## config.mk

```make
export PLATFORM = sky130hd
export DESIGN_NAME = pas_shutdown_ctrl
export DESIGN_NICKNAME = d
export VERILOG_FILES = /design/src/design/pas_pkg.sv /design/src/design/pas_source_sel.sv /design/src/design/pas_shutdown_ctrl.sv
export SDC_FILE = /design/constraint.sdc
export NUM_CORES = 1
export LEC_CHECK = 0
export BUFFER_PORTS_ARGS = -buffer_cell sky130_fd_sc_hd__buf_2
export CORE_MARGIN = 10
export CORE_UTILIZATION = 38
export DETAILED_ROUTE_END_ITERATION = 8
export PLACE_DENSITY = 0.87
export SYNTH_ARGS = -nofsm -noshare
export SYNTH_HDL_FRONTEND = slang
export SYNTH_SLANG_ARGS = --single-unit
export TNS_END_PERCENT = 1
```

## constraint.sdc

```tcl
create_clock -name core_clk -period 1.5 [get_ports core_clk]
set_input_delay 0.075 -clock core_clk [delete_from_list [all_inputs] [get_ports core_clk]]
set_output_delay 0.075 -clock core_clk [all_outputs]
set_load 0.05 [all_outputs]
```

## src/design/pas_pkg.sv

```systemverilog
// constants and types shared by the auto-shutdown control block
// ****************************************************************
// How it works
// - A selected source going active sets the shutdown flag, and while it is set the outputs sit in their shutdown state.
// - A source select of zero turns auto-shutdown off so only a software write can set the flag.
// - Select 001 trips on comparator one high, 010 on comparator two high, 011 on either.
// - Select 100 trips while the interrupt pin is low.
// - Select 101, 110 and 111 trip on a low interrupt pin or comparator one, two or either high.
// - In shutdown pair A/C is driven low for 00, high for 01 and released for 1x.
// - In shutdown pair B/D is driven low for 00, high for 01 and released for 1x.
// - With auto restart on the flag clears itself once the source is gone, otherwise only software clears it.
// ****************************************************************
package pas_pkg;

   // ****************************************************************
   // register map, byte addresses
   // ****************************************************************
   localparam logic [3:0] OFF_CTRL = 4'h0;
   localparam logic [3:0] OFF_CFG = 4'h4;
   localparam logic [3:0] OFF_STAT = 4'h8;
   localparam logic [3:0] OFF_MASK = 4'hc;

   localparam logic [7:0] CTRL_RESET = 8'h00;
   localparam logic [1:0] CFG_RESET = 2'h0;
   localparam int CFG_RESTART_BIT = 0;
   localparam int CFG_SYNC_BIT = 1;

   // interrupt status: shutdown entered, automatic restart done
   localparam int IRQ_W = 2;
   localparam int IRQ_TRIP_BIT = 0;
   localparam int IRQ_RESTART_BIT = 1;
   localparam logic [1:0] IRQ_RESET = 2'h0;

   // ****************************************************************
   // source select codes and pin states
   // ****************************************************************
   localparam logic [2:0] SRC_OFF = 3'h0;
   localparam logic [2:0] SRC_CMP_ONE = 3'h1;
   localparam logic [2:0] SRC_CMP_TWO = 3'h2;
   localparam logic [2:0] SRC_CMP_ANY = 3'h3;
   localparam logic [2:0] SRC_INT = 3'h4;
   localparam logic [2:0] SRC_INT_ANY = 3'h7;
   localparam int SRC_ONE_BIT = 0;
   localparam int SRC_TWO_BIT = 1;
   localparam int SRC_INT_BIT = 2;

   localparam logic [1:0] PS_LOW = 2'h0;
   localparam logic [1:0] PS_HIGH = 2'h1;
   localparam int PS_TRI_BIT = 1;

   localparam int PIN_A = 0;
   localparam int PIN_B = 1;
   localparam int PIN_C = 2;
   localparam int PIN_D = 3;
   localparam int PIN_N = 4;

   // control register layout, bit 7 down to bit 0
   typedef struct packed {
      logic shutdown_event_flag;
      logic [2:0] shutdown_source_select;
      logic [1:0] pair_ac_shutdown_state;
      logic [1:0] pair_bd_shutdown_state;
   } pas_ctrl_s;

endpackage

```

## src/design/pas_source_sel.sv

```systemverilog
// shutdown source selection from comparators and interrupt pin
`timescale 1ns/100ps
module pas_source_sel
(
   input wire logic [2:0] shutdown_source_select,
   input wire logic comparator_one,
   input wire logic comparator_two,
   input wire logic int_pin,
   output logic trip
);

   // ****************************************************************
   // each select bit enables one source, so codes combine by or
   // ****************************************************************
   wire int_hit;
   wire one_hit;
   wire two_hit;

   // pin counts as active at a low level
   assign int_hit = shutdown_source_select[pas_pkg::SRC_INT_BIT]
      & ~int_pin;
   assign one_hit = shutdown_source_select[pas_pkg::SRC_ONE_BIT]
      & comparator_one;
   assign two_hit = shutdown_source_select[pas_pkg::SRC_TWO_BIT]
      & comparator_two;
   // code zero leaves every term low
   assign trip = int_hit | one_hit | two_hit;

endmodule

```

## src/design/pas_shutdown_ctrl.sv

```systemverilog
// auto-shutdown control with avalon register slave and pin forcing
//
// Decided for this implementation: the Avalon-MM interface to the registers and the placing of the registers.
`timescale 1ns/100ps
module pas_shutdown_ctrl
#(
   parameter bit HAS_CMP_TWO = 1'b1
)
(
   input wire logic core_clk,
   input wire logic rst,
   input wire logic [3:0] address,
   input wire logic read,
   input wire logic write,
   input wire logic [3:0] byteenable,
   input wire logic [31:0] writedata,
   output logic [31:0] readdata,
   output logic waitrequest,
   output logic irq,
   input wire logic comparator_one,
   input wire logic comparator_two,
   input wire logic int_pin,
   input wire logic timer_one_tick,
   input wire logic [3:0] pwm_in,
   output logic [3:0] pwm_out,
   output logic [3:0] pwm_oe_n
);

   // ****************************************************************
   // register bus slave
   // ****************************************************************
   logic ack_r;
   logic [31:0] readdata_r;
   pas_pkg::pas_ctrl_s ctrl_r;
   pas_pkg::pas_ctrl_s ctrl_nxt;
   logic [1:0] cfg_r;
   logic [pas_pkg::IRQ_W-1:0] stat_r;
   logic [pas_pkg::IRQ_W-1:0] stat_nxt;
   logic [pas_pkg::IRQ_W-1:0] mask_r;

   wire req;
   wire take;
   wire lane0_wr;
   wire hit_ctrl;
   wire hit_cfg;
   wire hit_stat;
   wire hit_mask;
   wire wr_ctrl;
   wire wr_cfg;
   wire wr_stat;
   wire wr_mask;
   wire [31:0] rd_mux;

   // one wait cycle: request seen, data latched, then released
   assign req = read | write;
   assign waitrequest = req & ~ack_r;
   assign take = req & ~ack_r;
   // writes land in the cycle waitrequest is low, when the master completes
   assign lane0_wr = write & ack_r & byteenable[0];

   // address decode
   assign hit_ctrl = address == pas_pkg::OFF_CTRL;
   assign hit_cfg = address == pas_pkg::OFF_CFG;
   assign hit_stat = address == pas_pkg::OFF_STAT;
   assign hit_mask = address == pas_pkg::OFF_MASK;
   assign wr_ctrl = lane0_wr & hit_ctrl;
   assign wr_cfg = lane0_wr & hit_cfg;
   assign wr_stat = lane0_wr & hit_stat;
   assign wr_mask = lane0_wr & hit_mask;

   // unmapped addresses read as zero, narrow fields in the low bits
   assign rd_mux = hit_ctrl ? {24'h0, ctrl_r} :
      hit_cfg ? {30'h0, cfg_r} :
      hit_stat ? {30'h0, stat_r} :
      hit_mask ? {30'h0, mask_r} : 32'h0;
   assign readdata = readdata_r;

   // handshake and read data capture
   always_ff @(posedge core_clk)
   begin
      if (rst)
      begin
         ack_r <= 1'b0;
         readdata_r <= 32'h0;
      end
      else
      begin
         ack_r <= take;
         if (read & take)
            readdata_r <= rd_mux;
      end
   end

   // ****************************************************************
   // comparator sync and source selection
   // ****************************************************************
   logic [1:0] cmp_hold_r;
   wire cmp_two_in;
   wire sync_en;
   wire restart_en;
   wire cmp_one_eff;
   wire cmp_two_eff;
   wire trip;

   // second comparator absent on the small part
   assign cmp_two_in = comparator_two & HAS_CMP_TWO;
   assign sync_en = cfg_r[pas_pkg::CFG_SYNC_BIT];
   assign restart_en = cfg_r[pas_pkg::CFG_RESTART_BIT];
   // synced levels only move at a timer tick, which delays the trip
   assign cmp_one_eff = sync_en ? cmp_hold_r[0] : comparator_one;
   assign cmp_two_eff = sync_en ? cmp_hold_r[1] : cmp_two_in;

   // resample comparators on timer one tick
   always_ff @(posedge core_clk)
   begin
      if (rst)
         cmp_hold_r <= 2'h0;
      else if (timer_one_tick)
         cmp_hold_r <= {cmp_two_in, comparator_one};
   end

   pas_source_sel u_sel
   (
      .shutdown_source_select(ctrl_r.shutdown_source_select),
      .comparator_one(cmp_one_eff),
      .comparator_two(cmp_two_eff),
      .int_pin(int_pin),
      .trip(trip)
   );

   // ****************************************************************
   // shutdown flag and control register
   // ****************************************************************
   wire flag_sw;
   wire flag_auto_clr;
   wire flag_nxt;

   // software write of the flag; a trip in the same cycle still wins
   assign flag_sw = wr_ctrl ? writedata[7] : ctrl_r.shutdown_event_flag;
   assign flag_auto_clr = restart_en & ~trip & ~wr_ctrl
      & ctrl_r.shutdown_event_flag;
   assign flag_nxt = trip | (flag_sw & ~flag_auto_clr);

   always_comb
   begin
      ctrl_nxt = ctrl_r;
      if (wr_ctrl)
         ctrl_nxt = pas_pkg::pas_ctrl_s'(writedata[7:0]);
      ctrl_nxt.shutdown_event_flag = flag_nxt;
   end

   // ****************************************************************
   // interrupt status, write one to clear, set beats clear
   // ****************************************************************
   wire [pas_pkg::IRQ_W-1:0] ev;

   assign ev[pas_pkg::IRQ_TRIP_BIT] = flag_nxt
      & ~ctrl_r.shutdown_event_flag;
   assign ev[pas_pkg::IRQ_RESTART_BIT] = flag_auto_clr;
   assign stat_nxt = ev | (stat_r & ~(wr_stat ?
      writedata[pas_pkg::IRQ_W-1:0] : {pas_pkg::IRQ_W{1'b0}}));
   assign irq = |(stat_r & mask_r);

   // register file update
   always_ff @(posedge core_clk)
   begin
      if (rst)
      begin
         ctrl_r <= pas_pkg::pas_ctrl_s'(pas_pkg::CTRL_RESET);
         cfg_r <= pas_pkg::CFG_RESET;
         stat_r <= pas_pkg::IRQ_RESET;
         mask_r <= pas_pkg::IRQ_RESET;
      end
      else
      begin
         ctrl_r <= ctrl_nxt;
         stat_r <= stat_nxt;
         if (wr_cfg)
            cfg_r <= writedata[1:0];
         if (wr_mask)
            mask_r <= writedata[pas_pkg::IRQ_W-1:0];
      end
   end

   // ****************************************************************
   // output pins, registered, one generate lane per pin
   // ****************************************************************
   wire [pas_pkg::PIN_N-1:0] drv_all;
   wire [pas_pkg::PIN_N-1:0] oen_all;
   genvar gi;
   generate
      for (gi = 0; gi < pas_pkg::PIN_N; gi++)
      begin : g_pin
         wire [1:0] pstate;
         // A and C share one field, B and D the other
         assign pstate = (gi == pas_pkg::PIN_A || gi == pas_pkg::PIN_C) ?
            ctrl_r.pair_ac_shutdown_state :
            ctrl_r.pair_bd_shutdown_state;
         assign drv_all[gi] = ctrl_r.shutdown_event_flag ?
            (pstate == pas_pkg::PS_HIGH) : pwm_in[gi];
         assign oen_all[gi] = ctrl_r.shutdown_event_flag
            & pstate[pas_pkg::PS_TRI_BIT];
      end
   endgenerate

   // one process owns the pin vectors, so no bit has two writers
   always_ff @(posedge core_clk)
   begin
      if (rst)
      begin
         pwm_out <= 4'h0;
         pwm_oe_n <= 4'h0;
      end
      else
      begin
         pwm_out <= drv_all;
         pwm_oe_n <= oen_all;
      end
   end

   // ****************************************************************
   // checks
   // ****************************************************************
   wire flag = ctrl_r.shutdown_event_flag;

   property p_trip_sets;
      @(posedge core_clk) disable iff (rst)
      trip |=> ctrl_r.shutdown_event_flag;
   endproperty
   a_trip_sets: assert property (p_trip_sets)
      else $error("trip did not set shutdown flag");

   property p_normal_pass;
      @(posedge core_clk) disable iff (rst)
      !flag |=> pwm_out == $past(pwm_in) && pwm_oe_n == 4'h0;
   endproperty
   a_normal_pass: assert property (p_normal_pass)
      else $error("outputs not following pwm when flag clear");

   property p_disabled;
      @(posedge core_clk) disable iff (rst)
      ctrl_r.shutdown_source_select == pas_pkg::SRC_OFF && !flag
      && !wr_ctrl |=> !ctrl_r.shutdown_event_flag;
   endproperty
   a_disabled: assert property (p_disabled)
      else $error("flag set with shutdown disabled");

   property p_cmp_one;
      @(posedge core_clk) disable iff (rst)
      ctrl_r.shutdown_source_select == pas_pkg::SRC_CMP_ONE
      && cmp_one_eff |=> ctrl_r.shutdown_event_flag;
   endproperty
   a_cmp_one: assert property (p_cmp_one)
      else $error("comparator one did not trip");

   property p_int_low;
      @(posedge core_clk) disable iff (rst)
      ctrl_r.shutdown_source_select == pas_pkg::SRC_INT && !int_pin
      |=> ctrl_r.shutdown_event_flag;
   endproperty
   a_int_low: assert property (p_int_low)
      else $error("low interrupt pin did not set flag");

   property p_int_any;
      @(posedge core_clk) disable iff (rst)
      ctrl_r.shutdown_source_select == pas_pkg::SRC_INT_ANY
      && (cmp_one_eff || cmp_two_eff) |=> ctrl_r.shutdown_event_flag;
   endproperty
   a_int_any: assert property (p_int_any)
      else $error("comparator under combined select did not trip");

   property p_ac_low;
      @(posedge core_clk) disable iff (rst)
      flag && ctrl_r.pair_ac_shutdown_state == pas_pkg::PS_LOW |=>
      !pwm_out[pas_pkg::PIN_A] && !pwm_out[pas_pkg::PIN_C]
      && !pwm_oe_n[pas_pkg::PIN_A] && !pwm_oe_n[pas_pkg::PIN_C];
   endproperty
   a_ac_low: assert property (p_ac_low)
      else $error("pair A/C not driven low in shutdown");

   property p_ac_tri;
      @(posedge core_clk) disable iff (rst)
      flag && ctrl_r.pair_ac_shutdown_state[pas_pkg::PS_TRI_BIT] |=>
      pwm_oe_n[pas_pkg::PIN_A] && pwm_oe_n[pas_pkg::PIN_C];
   endproperty
   a_ac_tri: assert property (p_ac_tri)
      else $error("pair A/C not released in shutdown");

   property p_bd_high;
      @(posedge core_clk) disable iff (rst)
      flag && ctrl_r.pair_bd_shutdown_state == pas_pkg::PS_HIGH |=>
      pwm_out[pas_pkg::PIN_B] && pwm_out[pas_pkg::PIN_D]
      && !pwm_oe_n[pas_pkg::PIN_B] && !pwm_oe_n[pas_pkg::PIN_D];
   endproperty
   a_bd_high: assert property (p_bd_high)
      else $error("pair B/D not driven high in shutdown");

   property p_restart;
      @(posedge core_clk) disable iff (rst)
      flag && restart_en && !trip && !wr_ctrl
      |=> !ctrl_r.shutdown_event_flag ##0 stat_r[pas_pkg::IRQ_RESTART_BIT];
   endproperty
   a_restart: assert property (p_restart)
      else $error("auto restart did not clear flag");

   property p_sticky;
      @(posedge core_clk) disable iff (rst)
      flag && !restart_en && !wr_ctrl |=> ctrl_r.shutdown_event_flag;
   endproperty
   a_sticky: assert property (p_sticky)
      else $error("flag cleared without software");

   property p_sync_hold;
      @(posedge core_clk) disable iff (rst)
      sync_en && !timer_one_tick ##1 sync_en |-> $stable(cmp_one_eff);
   endproperty
   a_sync_hold: assert property (p_sync_hold)
      else $error("synced comparator moved without timer tick");

endmodule

```

==> results by group, run 1 <==
Outcome
  • Status: complete, no violations

Setup path
  • FF-to-FF path depth: 4
  • Setup crit start: cfg_r[1]$_SDFFE_PP0P_
  • Class of the most critical setup path: reg2reg
  • Worst setup slack for register-to-register paths: 0.02 ns
  • Largest fanout of any net on the critical path: 3
  • Endpoint of the lowest-slack register-to-register path: stat_r[0]$_SDFF_PP0_
  • Arrival time of the worst setup path: 1.66 ns
  • Element type at the critical path end: register
  • WP data required: 1.68 ns
  • Crit path to: stat_r[0]$_SDFF_PP0_
  • Startpoint type of the worst setup path: register
  • Reg2reg start: cfg_r[1]$_SDFFE_PP0P_

Global route
  • Vias in the first global route: 1179
  • Global-route wire length before repair: 5530 um
  • Global route overflow: 0
  • Number of antenna violations at the first check in global routing: 0
  • Maximum number of pins on one net before global-route repair: 17
  • GRT Resource Usage Total: 0.107

Die
  • Number of core rows: 22
  • DIE HEIGHT: 81.8 um
  • Initial Util: 0.394
  • Width of the die: 81.8 um
  • Io pins: 94
  • Area of the core: 3690 um^2
  • Area of the die: 6700 um^2

Place
  • Half-perimeter wire length after detailed placement: 2800 um
  • Placed Cells: 253
  • RePlAce Congestion: 0.866
  • Quantity of I/O buffers inserted on ports: 42

Timing
  • Setup repair after global routing missed its margin: yes
  • Final Critical Period: 1.48 ns
  • Upper clock frequency limit: 674 MHz
  • Pins over their slew limit: 0
  • Ratio of final minimum period to clock period: 0.989
  • Final Skew: 0.00558 ns
  • Final setup fails: 0
  • Final number of hold-violating endpoints: 0

Finish
  • Post-layout net count: 264
  • Signed area change from the synthesized netlist to the final layout: 19.5%
  • Number of non-filler instances in the completed layout: 261
  • Number of fillers in the final layout: 363
  • Number of antenna repair diodes: 0
  • Combined flip-flop and latch cell area: 622 um^2
  • Area taken by multi-input logic gates: 681 um^2
  • Share of cells above drive strength 1: 0.291

Drt
  • Post-route ant nets: 0
  • Average routed wire per standard cell: 13.8 um
  • Post-detailed-routing wire length: 3600 um
  • Via count: 1213
  • Number of detailed-routing iterations run before antenna repair: 4
  • Number of violations reported at the end of detailed-routing iteration 0: 87
  • DRC violation count after routing: 0
  • Ratio of routed vias to standard cells: 4.65

Clock tree
  • Clock tree from TritonCTS: built
  • Worst-Skew Late Latency: 0.29 ns
  • Clock sink count: 31
  • Maximum number of buffers from clock root to sink: 2
  • CTS buffer count: 5
  • Number of H-tree levels: 2
  • Hold-fix buffers, CTS: 0
  • Cell chosen for the clock root: sky130_fd_sc_hd__clkbuf_8
  • Clock slew at the register clock pins of the worst setup and hold paths: 0.06 ns

Synthesis
  • Share of the synthesized area in compound gates (AO/OA/AOI/OAI): 0.130
  • Flip-flop and latch count after synthesis: 31
  • Adder-cell share of the synthesized area: 0
  • Synth Cell Area: 1450 um^2
  • Top post-synthesis cells by area: sky130_fd_sc_hd__dfxtp_1 (43%), sky130_fd_sc_hd__buf_4 (13%), sky130_fd_sc_hd__a21oi_1 (6.2%)
  • Dominant combinational cell family by area after synthesis: simple AND/OR/NAND/NOR gates
  • Post-synth cell types: 31
  • Fraction of the mapped netlist area in simple logic gates: 0.202
  • Synth top area share: 0.427
  • Post-synthesis xor/xnor area fraction: 0
  • Cell type with the largest total area after synthesis: sky130_fd_sc_hd__dfxtp_1
  • Register area share after synthesis: 0.427
  • Average cell area after synthesis: 8.54 um^2
  • Yosys warnings: 0
  • Gate count of the mapped netlist: 170
  • Share of cell area taken by muxes after synthesis: 0.0749

Pwr
  • Peak ir drop on the vdd network: 0.657 mV
  • Cell leakage power: 0.822 nW
  • Total power per unit cell area: 1150 nW/um^2
  • Total power: 1.99 mW

Hold path
  • Hold wc startpoint: writedata[6]
  • Worst min-delay path category: in2reg

Flow run
  • Number of max-capacitance violations reported: 0
-- layer usage --
layer | up-vias | global-route usage | share of wire
li1 | 617 | - | -
met2 | 55 | 0.168 | 0.45
met1 | 535 | 0.120 | 0.41
met4 | 0 | 0.0612 | 0.015
met5 | - | 0 | 0
met3 | 6 | 0.0448 | 0.12
-- power breakdown --
part           leakage [nW]  internal, mW  switching (mW)  total, mW
clock                0.0612         0.537           0.313      0.850
combinational         0.509        0.0567           0.241      0.298
sequential            0.252         0.839         0.00747      0.846
-- how the worst min path moves through the flow --
stage | cells past startpoint | to
2_1_floorplan | 2 | ctrl_r[4]$_SDFFE_PP0P_
3_3_place_gp | 3 | g_pin[0].pstate[0]$_SDFFE_PP0P_
3_5_place_dp | 3 | ctrl_r[6]$_SDFFE_PP0P_
4_1_cts | 3 | ctrl_r[6]$_SDFFE_PP0P_
5_1_grt | 3 | ctrl_r[6]$_SDFFE_PP0P_
6_report | 3 | ctrl_r[6]$_SDFFE_PP0P_
-- sequential cells by signal (all words and copies together) (netlist names) --
register and count:
readdata 8, g_pin.pstate 4, pwm_out 4, ctrl_r 3, cfg_r 2, cmp_hold_r 2, mask_r 2, pwm_oe_n 2
stat_r 2, ack_r 1, flag 1
-- critical path, stage by stage (launching register included) --
cell                       delay (ns)
sky130_fd_sc_hd__dfxtp_2         0.35
sky130_fd_sc_hd__mux2_4          0.30
sky130_fd_sc_hd__a222oi_1        0.37
sky130_fd_sc_hd__a211oi_1        0.16
sky130_fd_sc_hd__a31o_1          0.20
-- repair_timing --
action | CTS | global route
endpoints found under the setup margin | 0 | 3
buffers inserted | 0 | 0
gates resized for setup | 0 | 1
-- layout make-up --
class                   instances  share of cell area
multi-input cells             125               0.392
flip-flops and latches         31               0.358
repair buffers                 47               0.143
clock buffers                   6              0.0476
well taps                      48              0.0346
clock inverters                 2              0.0202
inverters                       2             0.00433
-- layout by cell type, fill, tap and decap left out, drive strengths merged --
| cell | instances |
|---|---|
| a222oi | 1 |
| nor2b | 3 |
| clkbuf | 6 |
| and3 | 1 |
| and2 | 3 |
| a211oi | 1 |
| dfxtp | 31 |
| inv | 2 |
| a31oi | 1 |
| a31o | 1 |
| nand2b | 5 |
| nand3b | 3 |
| a21oi | 18 |
| mux2 | 4 |
| clkinv | 1 |
| conb | 24 |
| and4b | 1 |
| nor4 | 1 |
| buf | 47 |
| nand2 | 23 |
| mux2i | 6 |
| a41o | 1 |
| nand4 | 1 |
| nor3 | 1 |
| nand3 | 8 |
| o21ai | 2 |
| a221oi | 2 |
| a22o | 3 |
| nor2 | 11 |
| bufinv | 1 |
-- logic make-up after synthesis --
logic type / Yosys count
mux: 10
flops: 31
simple gates: 61
buf+inv: 37
other cells: 1
compound gates: 30
-- cell usage after synthesis (all sizes together) --
library cell	n
dfxtp	31
buf	27
nand2	23
a21oi	18
nor2	11
clkbuf	8
nand3	8
mux2i	6
nand2b	5
mux2	4
a22o	3
and2	3
nand3b	3
nor2b	3
a221oi	2
inv	2
o21ai	2
a211oi	1
a222oi	1
a31o	1
a31oi	1
a41o	1
and3	1
and4b	1
conb	1
nand4	1
nor3	1
nor4	1
-- per-stage QoR --
step	setup TNS (ns)	utilization	area, um^2	setup slack (ns)	hold WS [ns]
global placement	0	0.438	1620	0.0239	0.317
global route	-0.105	0.470	1740	-0.0883	0.0308
detailed placement	0	0.438	1620	0.0234	0.323
CTS	0	0.470	1730	0.00772	0.0163
finish	0	0.470	1740	0.0158	0.0232
floorplan	0	-	1540	0.0452	0.211
No activity file was read; power rests on OpenSTA's default activity.
==> inputs of run 2 (changes only) <==
--- a/config.mk
+++ b/config.mk
@@ -5,6 +5,7 @@
 export SDC_FILE = /design/constraint.sdc
 export NUM_CORES = 1
 export LEC_CHECK = 0
+export ABC_AREA = 1
 export BUFFER_PORTS_ARGS = -buffer_cell sky130_fd_sc_hd__buf_2
 export CORE_MARGIN = 10
 export CORE_UTILIZATION = 38
==> run 2 against run 1 <==
Critical path depth increased by 2. First-iteration DRC count decreased by 14%. Die area increased by 1.0%. Final area decreased by 0.94%. Non-clock buffer count decreased by 4. Final cell count increased by 10%. Utilization decreased by 0.79 points. Synthesized cell count increased by 15%. Hold slack got worse by 0.018 ns. Combinational power increased by 4%. Sequential cell count unchanged. Clock power decreased by 7.8%. Largest power group is now sequential cells.
==> results by group, run 2 <==
Clock tree
  • Maximum number of buffers from clock root to sink: 2
  • Post-CTS Setup Bufs: 0
  • Number of H-tree levels: 2
  • CTS resizes: 0
  • Cell chosen for the clock root: sky130_fd_sc_hd__clkbuf_8
  • Clock slew at the register clock pins of the worst setup and hold paths: 0.06 ns
  • Clock tree from TritonCTS: built
  • CTS buffer count: 5
  • Hold-fix buffers, CTS: 0
  • Clock sink count: 31
  • Worst-Skew Late Latency: 0.28 ns

Place
  • Pre-CTS WS: 0.302 ns
  • Cell area after placement: 1620 um^2
  • Quantity of I/O buffers inserted on ports: 42
  • RePlAce Congestion: 0.782
  • Placed Cells: 280
  • Half-perimeter wire length after detailed placement: 2900 um

Die
  • DIE HEIGHT: 82.3 um
  • Initial Util: 0.396
  • Area of the die: 6770 um^2
  • Area of the core: 3720 um^2
  • Io pins: 94
  • Number of core rows: 22
  • Width of the die: 82.3 um

Setup path
  • Largest fanout of any net on the critical path: 11
  • Startpoint type of the worst setup path: register
  • WP data required: 1.67 ns
  • Worst setup slack for register-to-register paths: 0.30 ns
  • Element type at the critical path end: register
  • Arrival time of the worst setup path: 1.37 ns
  • Class of the most critical setup path: reg2reg

Finish
  • Number of non-filler instances in the completed layout: 287
  • Final design area excluding fillers: 1720 um^2
  • Most common cell after layout, fill and taps aside: sky130_fd_sc_hd__buf_2
  • Number of antenna repair diodes: 0
  • Flip-flop count of the largest register, all copies and words added: 8
  • Signed area change from the synthesized netlist to the final layout: 16.7%
  • Top library cells by usage in the layout, fill and taps aside: sky130_fd_sc_hd__buf_2 (42), sky130_fd_sc_hd__dfxtp_1 (31), sky130_fd_sc_hd__a21oi_1 (27)
  • Number of fillers in the final layout: 406
  • Post-layout net count: 291
  • Share of cells above drive strength 1: 0.247

Synthesis
  • Cell type with the largest total area after synthesis: sky130_fd_sc_hd__dfxtp_1
  • Top post-synthesis cells by area: sky130_fd_sc_hd__dfxtp_1 (42%), sky130_fd_sc_hd__buf_4 (13%), sky130_fd_sc_hd__a21oi_1 (9.2%)
  • Synth Cell Area: 1470 um^2
  • Main synth FF type: sky130_fd_sc_hd__dfxtp_1
  • Post-synth cell types: 25
  • Average cell area after synthesis: 7.51 um^2
  • Most common cell in the synthesized netlist: sky130_fd_sc_hd__dfxtp_1
  • Gate count of the mapped netlist: 196
  • Flip-flop and latch count after synthesis: 31
  • Yosys warnings: 0
  • Async set or reset register ratio after synthesis: 0
  • Commonest cells in the netlist: sky130_fd_sc_hd__dfxtp_1 (31), sky130_fd_sc_hd__a21oi_1 (27), sky130_fd_sc_hd__buf_4 (26), sky130_fd_sc_hd__nand2_1 (26), sky130_fd_sc_hd__nor2_1 (17)
  • Register area share after synthesis: 0.421
  • Number of synthesized flops with an enable pin: 0
  • Synth top area share: 0.421

Timing
  • Pins over their slew limit: 0
  • Final Skew: 0.00297 ns
  • Post-route setup slack: 0.298 ns
  • Setup repair after global routing missed its margin: no
  • Setup TNS: 0 ns
  • Final setup fails: 0
  • Hold slack: 0.00489 ns
  • Upper clock frequency limit: 832 MHz
  • Final Critical Period: 1.20 ns
  • Ratio of final minimum period to clock period: 0.801
  • Final number of hold-violating endpoints: 0

Pwr
  • Total power per unit cell area: 1130 nW/um^2
  • Cell leakage power: 0.779 nW
  • Peak ir drop on the vdd network: 0.383 mV

Drt
  • Average routed wire per standard cell: 12.8 um
  • Ratio of routed vias to standard cells: 4.56
  • Number of detailed-routing iterations run before antenna repair: 4
  • Via count: 1310
  • Number of violations reported at the end of detailed-routing iteration 0: 75
  • Post-route ant nets: 0
  • DRC violation count after routing: 0
  • Post-detailed-routing wire length: 3660 um

Global route
  • Global-route wire length before repair: 5710 um
  • Vias in the first global route: 1275
  • Global route overflow: 0
  • GRT Resource Usage Total: 0.107
  • Number of antenna violations at the first check in global routing: 0
  • Maximum number of pins on one net before global-route repair: 17

Outcome
  • Status: complete, no violations

Flow run
  • Number of max-capacitance violations reported: 0

Hold path
  • Worst min-delay path category: in2reg
## run 2: worst paths after layout
kind	depth (start not counted)	startpoint	to
max	6	ack_r$_SDFF_PP0_	stat_r[1]$_SDFF_PP0_
min	2	timer_one_tick	cmp_hold_r[0]$_SDFFE_PP0P_
max reg2reg	6	ack_r$_SDFF_PP0_	stat_r[1]$_SDFF_PP0_
min reg2reg	2	readdata[3]$_SDFFE_PP0P_	readdata[3]$_SDFFE_PP0P_
## run 2: layer usage
metal / GRT usage / vias up / part of all wire
met2: 0.178 / 46 / 0.50
met5: 0 / - / 0
li1: - / 675 / -
met1: 0.119 / 582 / 0.37
met4: 0.0357 / 0 / 0.014
met3: 0.0464 / 7 / 0.12
## run 2: stage by stage
step / utilization / power [mW]
after floorplan: - / 1.16
after global placement: 0.435 / 1.17
after detailed placement: 0.435 / 1.17
after CTS: 0.463 / 1.95
after global routing: 0.463 / 2.01
final: 0.463 / 1.94
## run 2: kinds of logic after synthesis
family / Yosys count / share of synthesized area
AO/OA/AOI/OAI: 47 / 0.163
buffers and inverters: 47 / 0.195
flip-flops: 31 / 0.421
other: 1 / 0.00255
AND/OR/NAND/NOR: 70 / 0.218
## run 2: area by class of cell
| cell class | count | area [um^2] | area share |
|---|---|---|---|
| clock buffer | 6 | 72.6 | 0.0422 |
| clock inverter | 1 | 30.0 | 0.0175 |
| inverter | 17 | 66.3 | 0.0386 |
| multi-input combinational | 141 | 652 | 0.379 |
| sequential | 31 | 621 | 0.361 |
| tap | 48 | 60.1 | 0.0349 |
| timing repair buffer | 43 | 218 | 0.127 |
## run 2: power by group
group | switching, mW | internal, mW | total [mW]
clock network | 0.298 | 0.486 | 0.784
registers | 0.00803 | 0.841 | 0.849
logic | 0.255 | 0.0552 | 0.310
## run 2: critical path, stage by stage (launching register included)
cell and delay [ns]:
sky130_fd_sc_hd__dfxtp_1 0.38, sky130_fd_sc_hd__nand2_1 0.11, sky130_fd_sc_hd__nor2_4 0.14, sky130_fd_sc_hd__nand2_2 0.17, sky130_fd_sc_hd__nand3_1 0.10, sky130_fd_sc_hd__o21ai_0 0.07
sky130_fd_sc_hd__and2_1 0.13
==> inputs of run 3 (changes only) <==
--- a/config.mk
+++ b/config.mk
@@ -8,9 +8,9 @@
 export ABC_AREA = 1
 export BUFFER_PORTS_ARGS = -buffer_cell sky130_fd_sc_hd__buf_2
 export CORE_MARGIN = 10
-export CORE_UTILIZATION = 38
+export CORE_UTILIZATION = 42
 export DETAILED_ROUTE_END_ITERATION = 8
-export PLACE_DENSITY = 0.87
+export PLACE_DENSITY = 0.9
 export SYNTH_ARGS = -nofsm -noshare
 export SYNTH_HDL_FRONTEND = slang
 export SYNTH_SLANG_ARGS = --single-unit
==> constraint.sdc (replaced) <==
create_clock -name core_clk -period 1.2 [get_ports core_clk]
set_input_delay 0.06 -clock core_clk [delete_from_list [all_inputs] [get_ports core_clk]]
set_output_delay 0.06 -clock core_clk [all_outputs]
set_load 0.05 [all_outputs]
==> run 3 against run 2 <==
Clock skew rose by 0.0021 ns. Combinational power rose by 40%. First-iteration DRC count fell by 37%. Worst setup slack got worse by 0.27 ns. Sequential share of layout area fell by 2.4 points. Non-clock buffer count rose by 15.
==> results by group, run 3 (same netlist as run 2, synthesis figures left out) <==
Outcome
  • Status: complete, no violations

Setup path
  • CP cell instances: buf_4, nor2_4, buf_4
  • Setup crit start: ack_r$_SDFF_PP0_
  • Reg2reg start: ack_r$_SDFF_PP0_
  • Element type at the critical path end: primary output
  • CP max stage delay: 0.34 ns
  • WP data required: 1.14 ns
  • Startpoint type of the worst setup path: register
  • Endpoint of the lowest-slack register-to-register path: mask_r[1]$_SDFFE_PP0P_
  • Worst setup slack for register-to-register paths: 0.09 ns
  • Arrival time of the worst setup path: 1.11 ns
  • Class of the most critical setup path: reg2out
  • Most used cell along the critical path: sky130_fd_sc_hd__buf_4
  • Largest fanout of any net on the critical path: 3
  • FF-to-FF path depth: 5
  • Critical path's slowest cell: sky130_fd_sc_hd__dfxtp_2

Finish
  • Post-layout net count: 306
  • Signed area change from the synthesized netlist to the final layout: 25.7%
  • Final design area excluding fillers: 1850 um^2
  • Area taken by multi-input logic gates: 681 um^2
  • Share of cells above drive strength 1: 0.280
  • Combined flip-flop and latch cell area: 623 um^2
  • Flip-flop count of the largest register, all copies and words added: 8
  • Number of fillers in the final layout: 337
  • Number of antenna repair diodes: 0
  • Most common cell after layout, fill and taps aside: sky130_fd_sc_hd__buf_2
  • Number of non-filler instances in the completed layout: 300
  • Top library cells by usage in the layout, fill and taps aside: sky130_fd_sc_hd__buf_2 (40), sky130_fd_sc_hd__dfxtp_1 (29), sky130_fd_sc_hd__a21oi_1 (27)

Drt
  • Number of detailed-routing iterations run before antenna repair: 4
  • Via count: 1365
  • Number of violations reported at the end of detailed-routing iteration 0: 47
  • DRC violation count after routing: 0
  • Post-detailed-routing wire length: 3760 um
  • Ratio of routed vias to standard cells: 4.55
  • Post-route ant nets: 0
  • Average routed wire per standard cell: 12.5 um

Clock tree
  • Number of H-tree levels: 2
  • Clock sink count: 31
  • Worst-Skew Late Latency: 0.32 ns
  • Post-CTS Setup Bufs: 0
  • Clock slew at the register clock pins of the worst setup and hold paths: 0.09 ns
  • Maximum number of buffers from clock root to sink: 2
  • CTS buffer count: 5
  • Clock tree from TritonCTS: built
  • Cell chosen for the clock root: sky130_fd_sc_hd__clkbuf_4

Timing
  • Final Critical Period: 1.17 ns
  • Final Skew: 0.00509 ns
  • Pins over their slew limit: 0
  • Hold slack: 0.00622 ns
  • Ratio of final minimum period to clock period: 0.973
  • Final number of hold-violating endpoints: 0
  • Upper clock frequency limit: 856 MHz
  • Setup repair after global routing missed its margin: yes
  • Final setup fails: 0

Global route
  • GRT Resource Usage Total: 0.120
  • Global-route wire length before repair: 6200 um
  • Number of antenna violations at the first check in global routing: 0
  • Vias in the first global route: 1385
  • Global route overflow: 0
  • Maximum number of pins on one net before global-route repair: 17

Hold path
  • Worst hold path stage count: 3
  • Hold wc startpoint: writedata[3]
  • Worst min-delay path category: in2reg
  • WHS Endpoint: g_pin[0].pstate[1]$_SDFFE_PP0P_

Place
  • Quantity of I/O buffers inserted on ports: 42
  • RePlAce Congestion: 0.804
  • Placed Cells: 283
  • Cell area after placement: 1660 um^2
  • Half-perimeter wire length after detailed placement: 2850 um

Die
  • Number of core rows: 21
  • Area of the die: 6280 um^2
  • Area of the core: 3360 um^2
  • Initial Util: 0.438
  • Io pins: 94
  • DIE HEIGHT: 79.2 um
  • Width of the die: 79.2 um

Pwr
  • Peak ir drop on the vdd network: 0.465 mV
  • Cell leakage power: 0.854 nW
  • Total power: 2.09 mW
  • Total power per unit cell area: 1130 nW/um^2

Flow run
  • Number of max-capacitance violations reported: 0
-- run 3: changes by cell type in the layout (fill, tap and decap cells not counted), moves of 2 or more --
cell	previous run	this run
sky130_fd_sc_hd__dlygate4sd3_1	0	10
sky130_fd_sc_hd__buf_4	1	7
sky130_fd_sc_hd__clkbuf_4	0	5
sky130_fd_sc_hd__clkbuf_8	5	1
sky130_fd_sc_hd__buf_2	42	40
sky130_fd_sc_hd__dfxtp_1	31	29
sky130_fd_sc_hd__dfxtp_2	0	2
sky130_fd_sc_hd__nand3_1	12	10
sky130_fd_sc_hd__nand3_2	0	2
sky130_fd_sc_hd__o21ai_0	16	14
sky130_fd_sc_hd__o21ai_1	2	4
-- run 3: worst max-delay path by stage --
| stage | endpoint | slack, ns | cells past startpoint |
|---|---|---|---|
| after floorplan | readdata[0]$_SDFFE_PP0P_ | 0.00003 | 5 |
| after global placement | stat_r[1]$_SDFF_PP0_ | 0.07 | 6 |
| after detailed placement | stat_r[1]$_SDFF_PP0_ | 0.03 | 6 |
| after CTS | waitrequest | 0.02 | 3 |
| after global routing | waitrequest | -0.03 | 3 |
| final | waitrequest | 0.03 | 3 |
-- run 3: report_power, final --
part | internal (mW) | total [mW] | switching [mW]
registers | 1.05 | 1.06 | 0.00911
clock network | 0.271 | 0.602 | 0.331
logic | 0.103 | 0.433 | 0.330
total | 1.42 | 2.09 | 0.670
-- run 3: critical path, delay by kind of cell, from the launching register on --
kind	cells	cell delay (ns)
DFF	1	0.34
and+or+nand+nor	1	0.11
buffers and inverters	2	0.34
-- run 3: final cells by class --
type | count | area share
Timing Repair Buffer | 58 | 0.197
Inverter | 17 | 0.0372
Multi-Input combinational cell | 141 | 0.368
Tap cell | 46 | 0.0311
Sequential cell | 31 | 0.337
Clock inverter | 1 | 0.00270
Clock buffer | 6 | 0.0277
-- run 3: stage by stage --
step	util	worst slack (ns)	setup TNS (ns)
finish	0.550	0.0318	0
global route	0.550	-0.0274	-0.0912
CTS	0.541	0.0173	0
detailed placement	0.493	0.0284	0
global placement	0.493	0.0663	0
floorplan	-	0.0000291	0
-- run 3: timing repair --
action	CTS	global route
resized for setup	2	11
pin swaps	0	4
setup endpoints to repair	2	13
hold endpoints to repair	9	0
hold buffers	10	0
-- run 3: per-layer routing --
layer / share of wire / global-route usage / up-vias / routed length (um)
li1: - / - / 710 / -
met1: 0.39 / 0.127 / 590 / 1480
met2: 0.50 / 0.210 / 57 / 1890
met3: 0.091 / 0.0563 / 8 / 343
met4: 0.012 / 0.0323 / 0 / 46
met5: 0 / 0 / - / 0
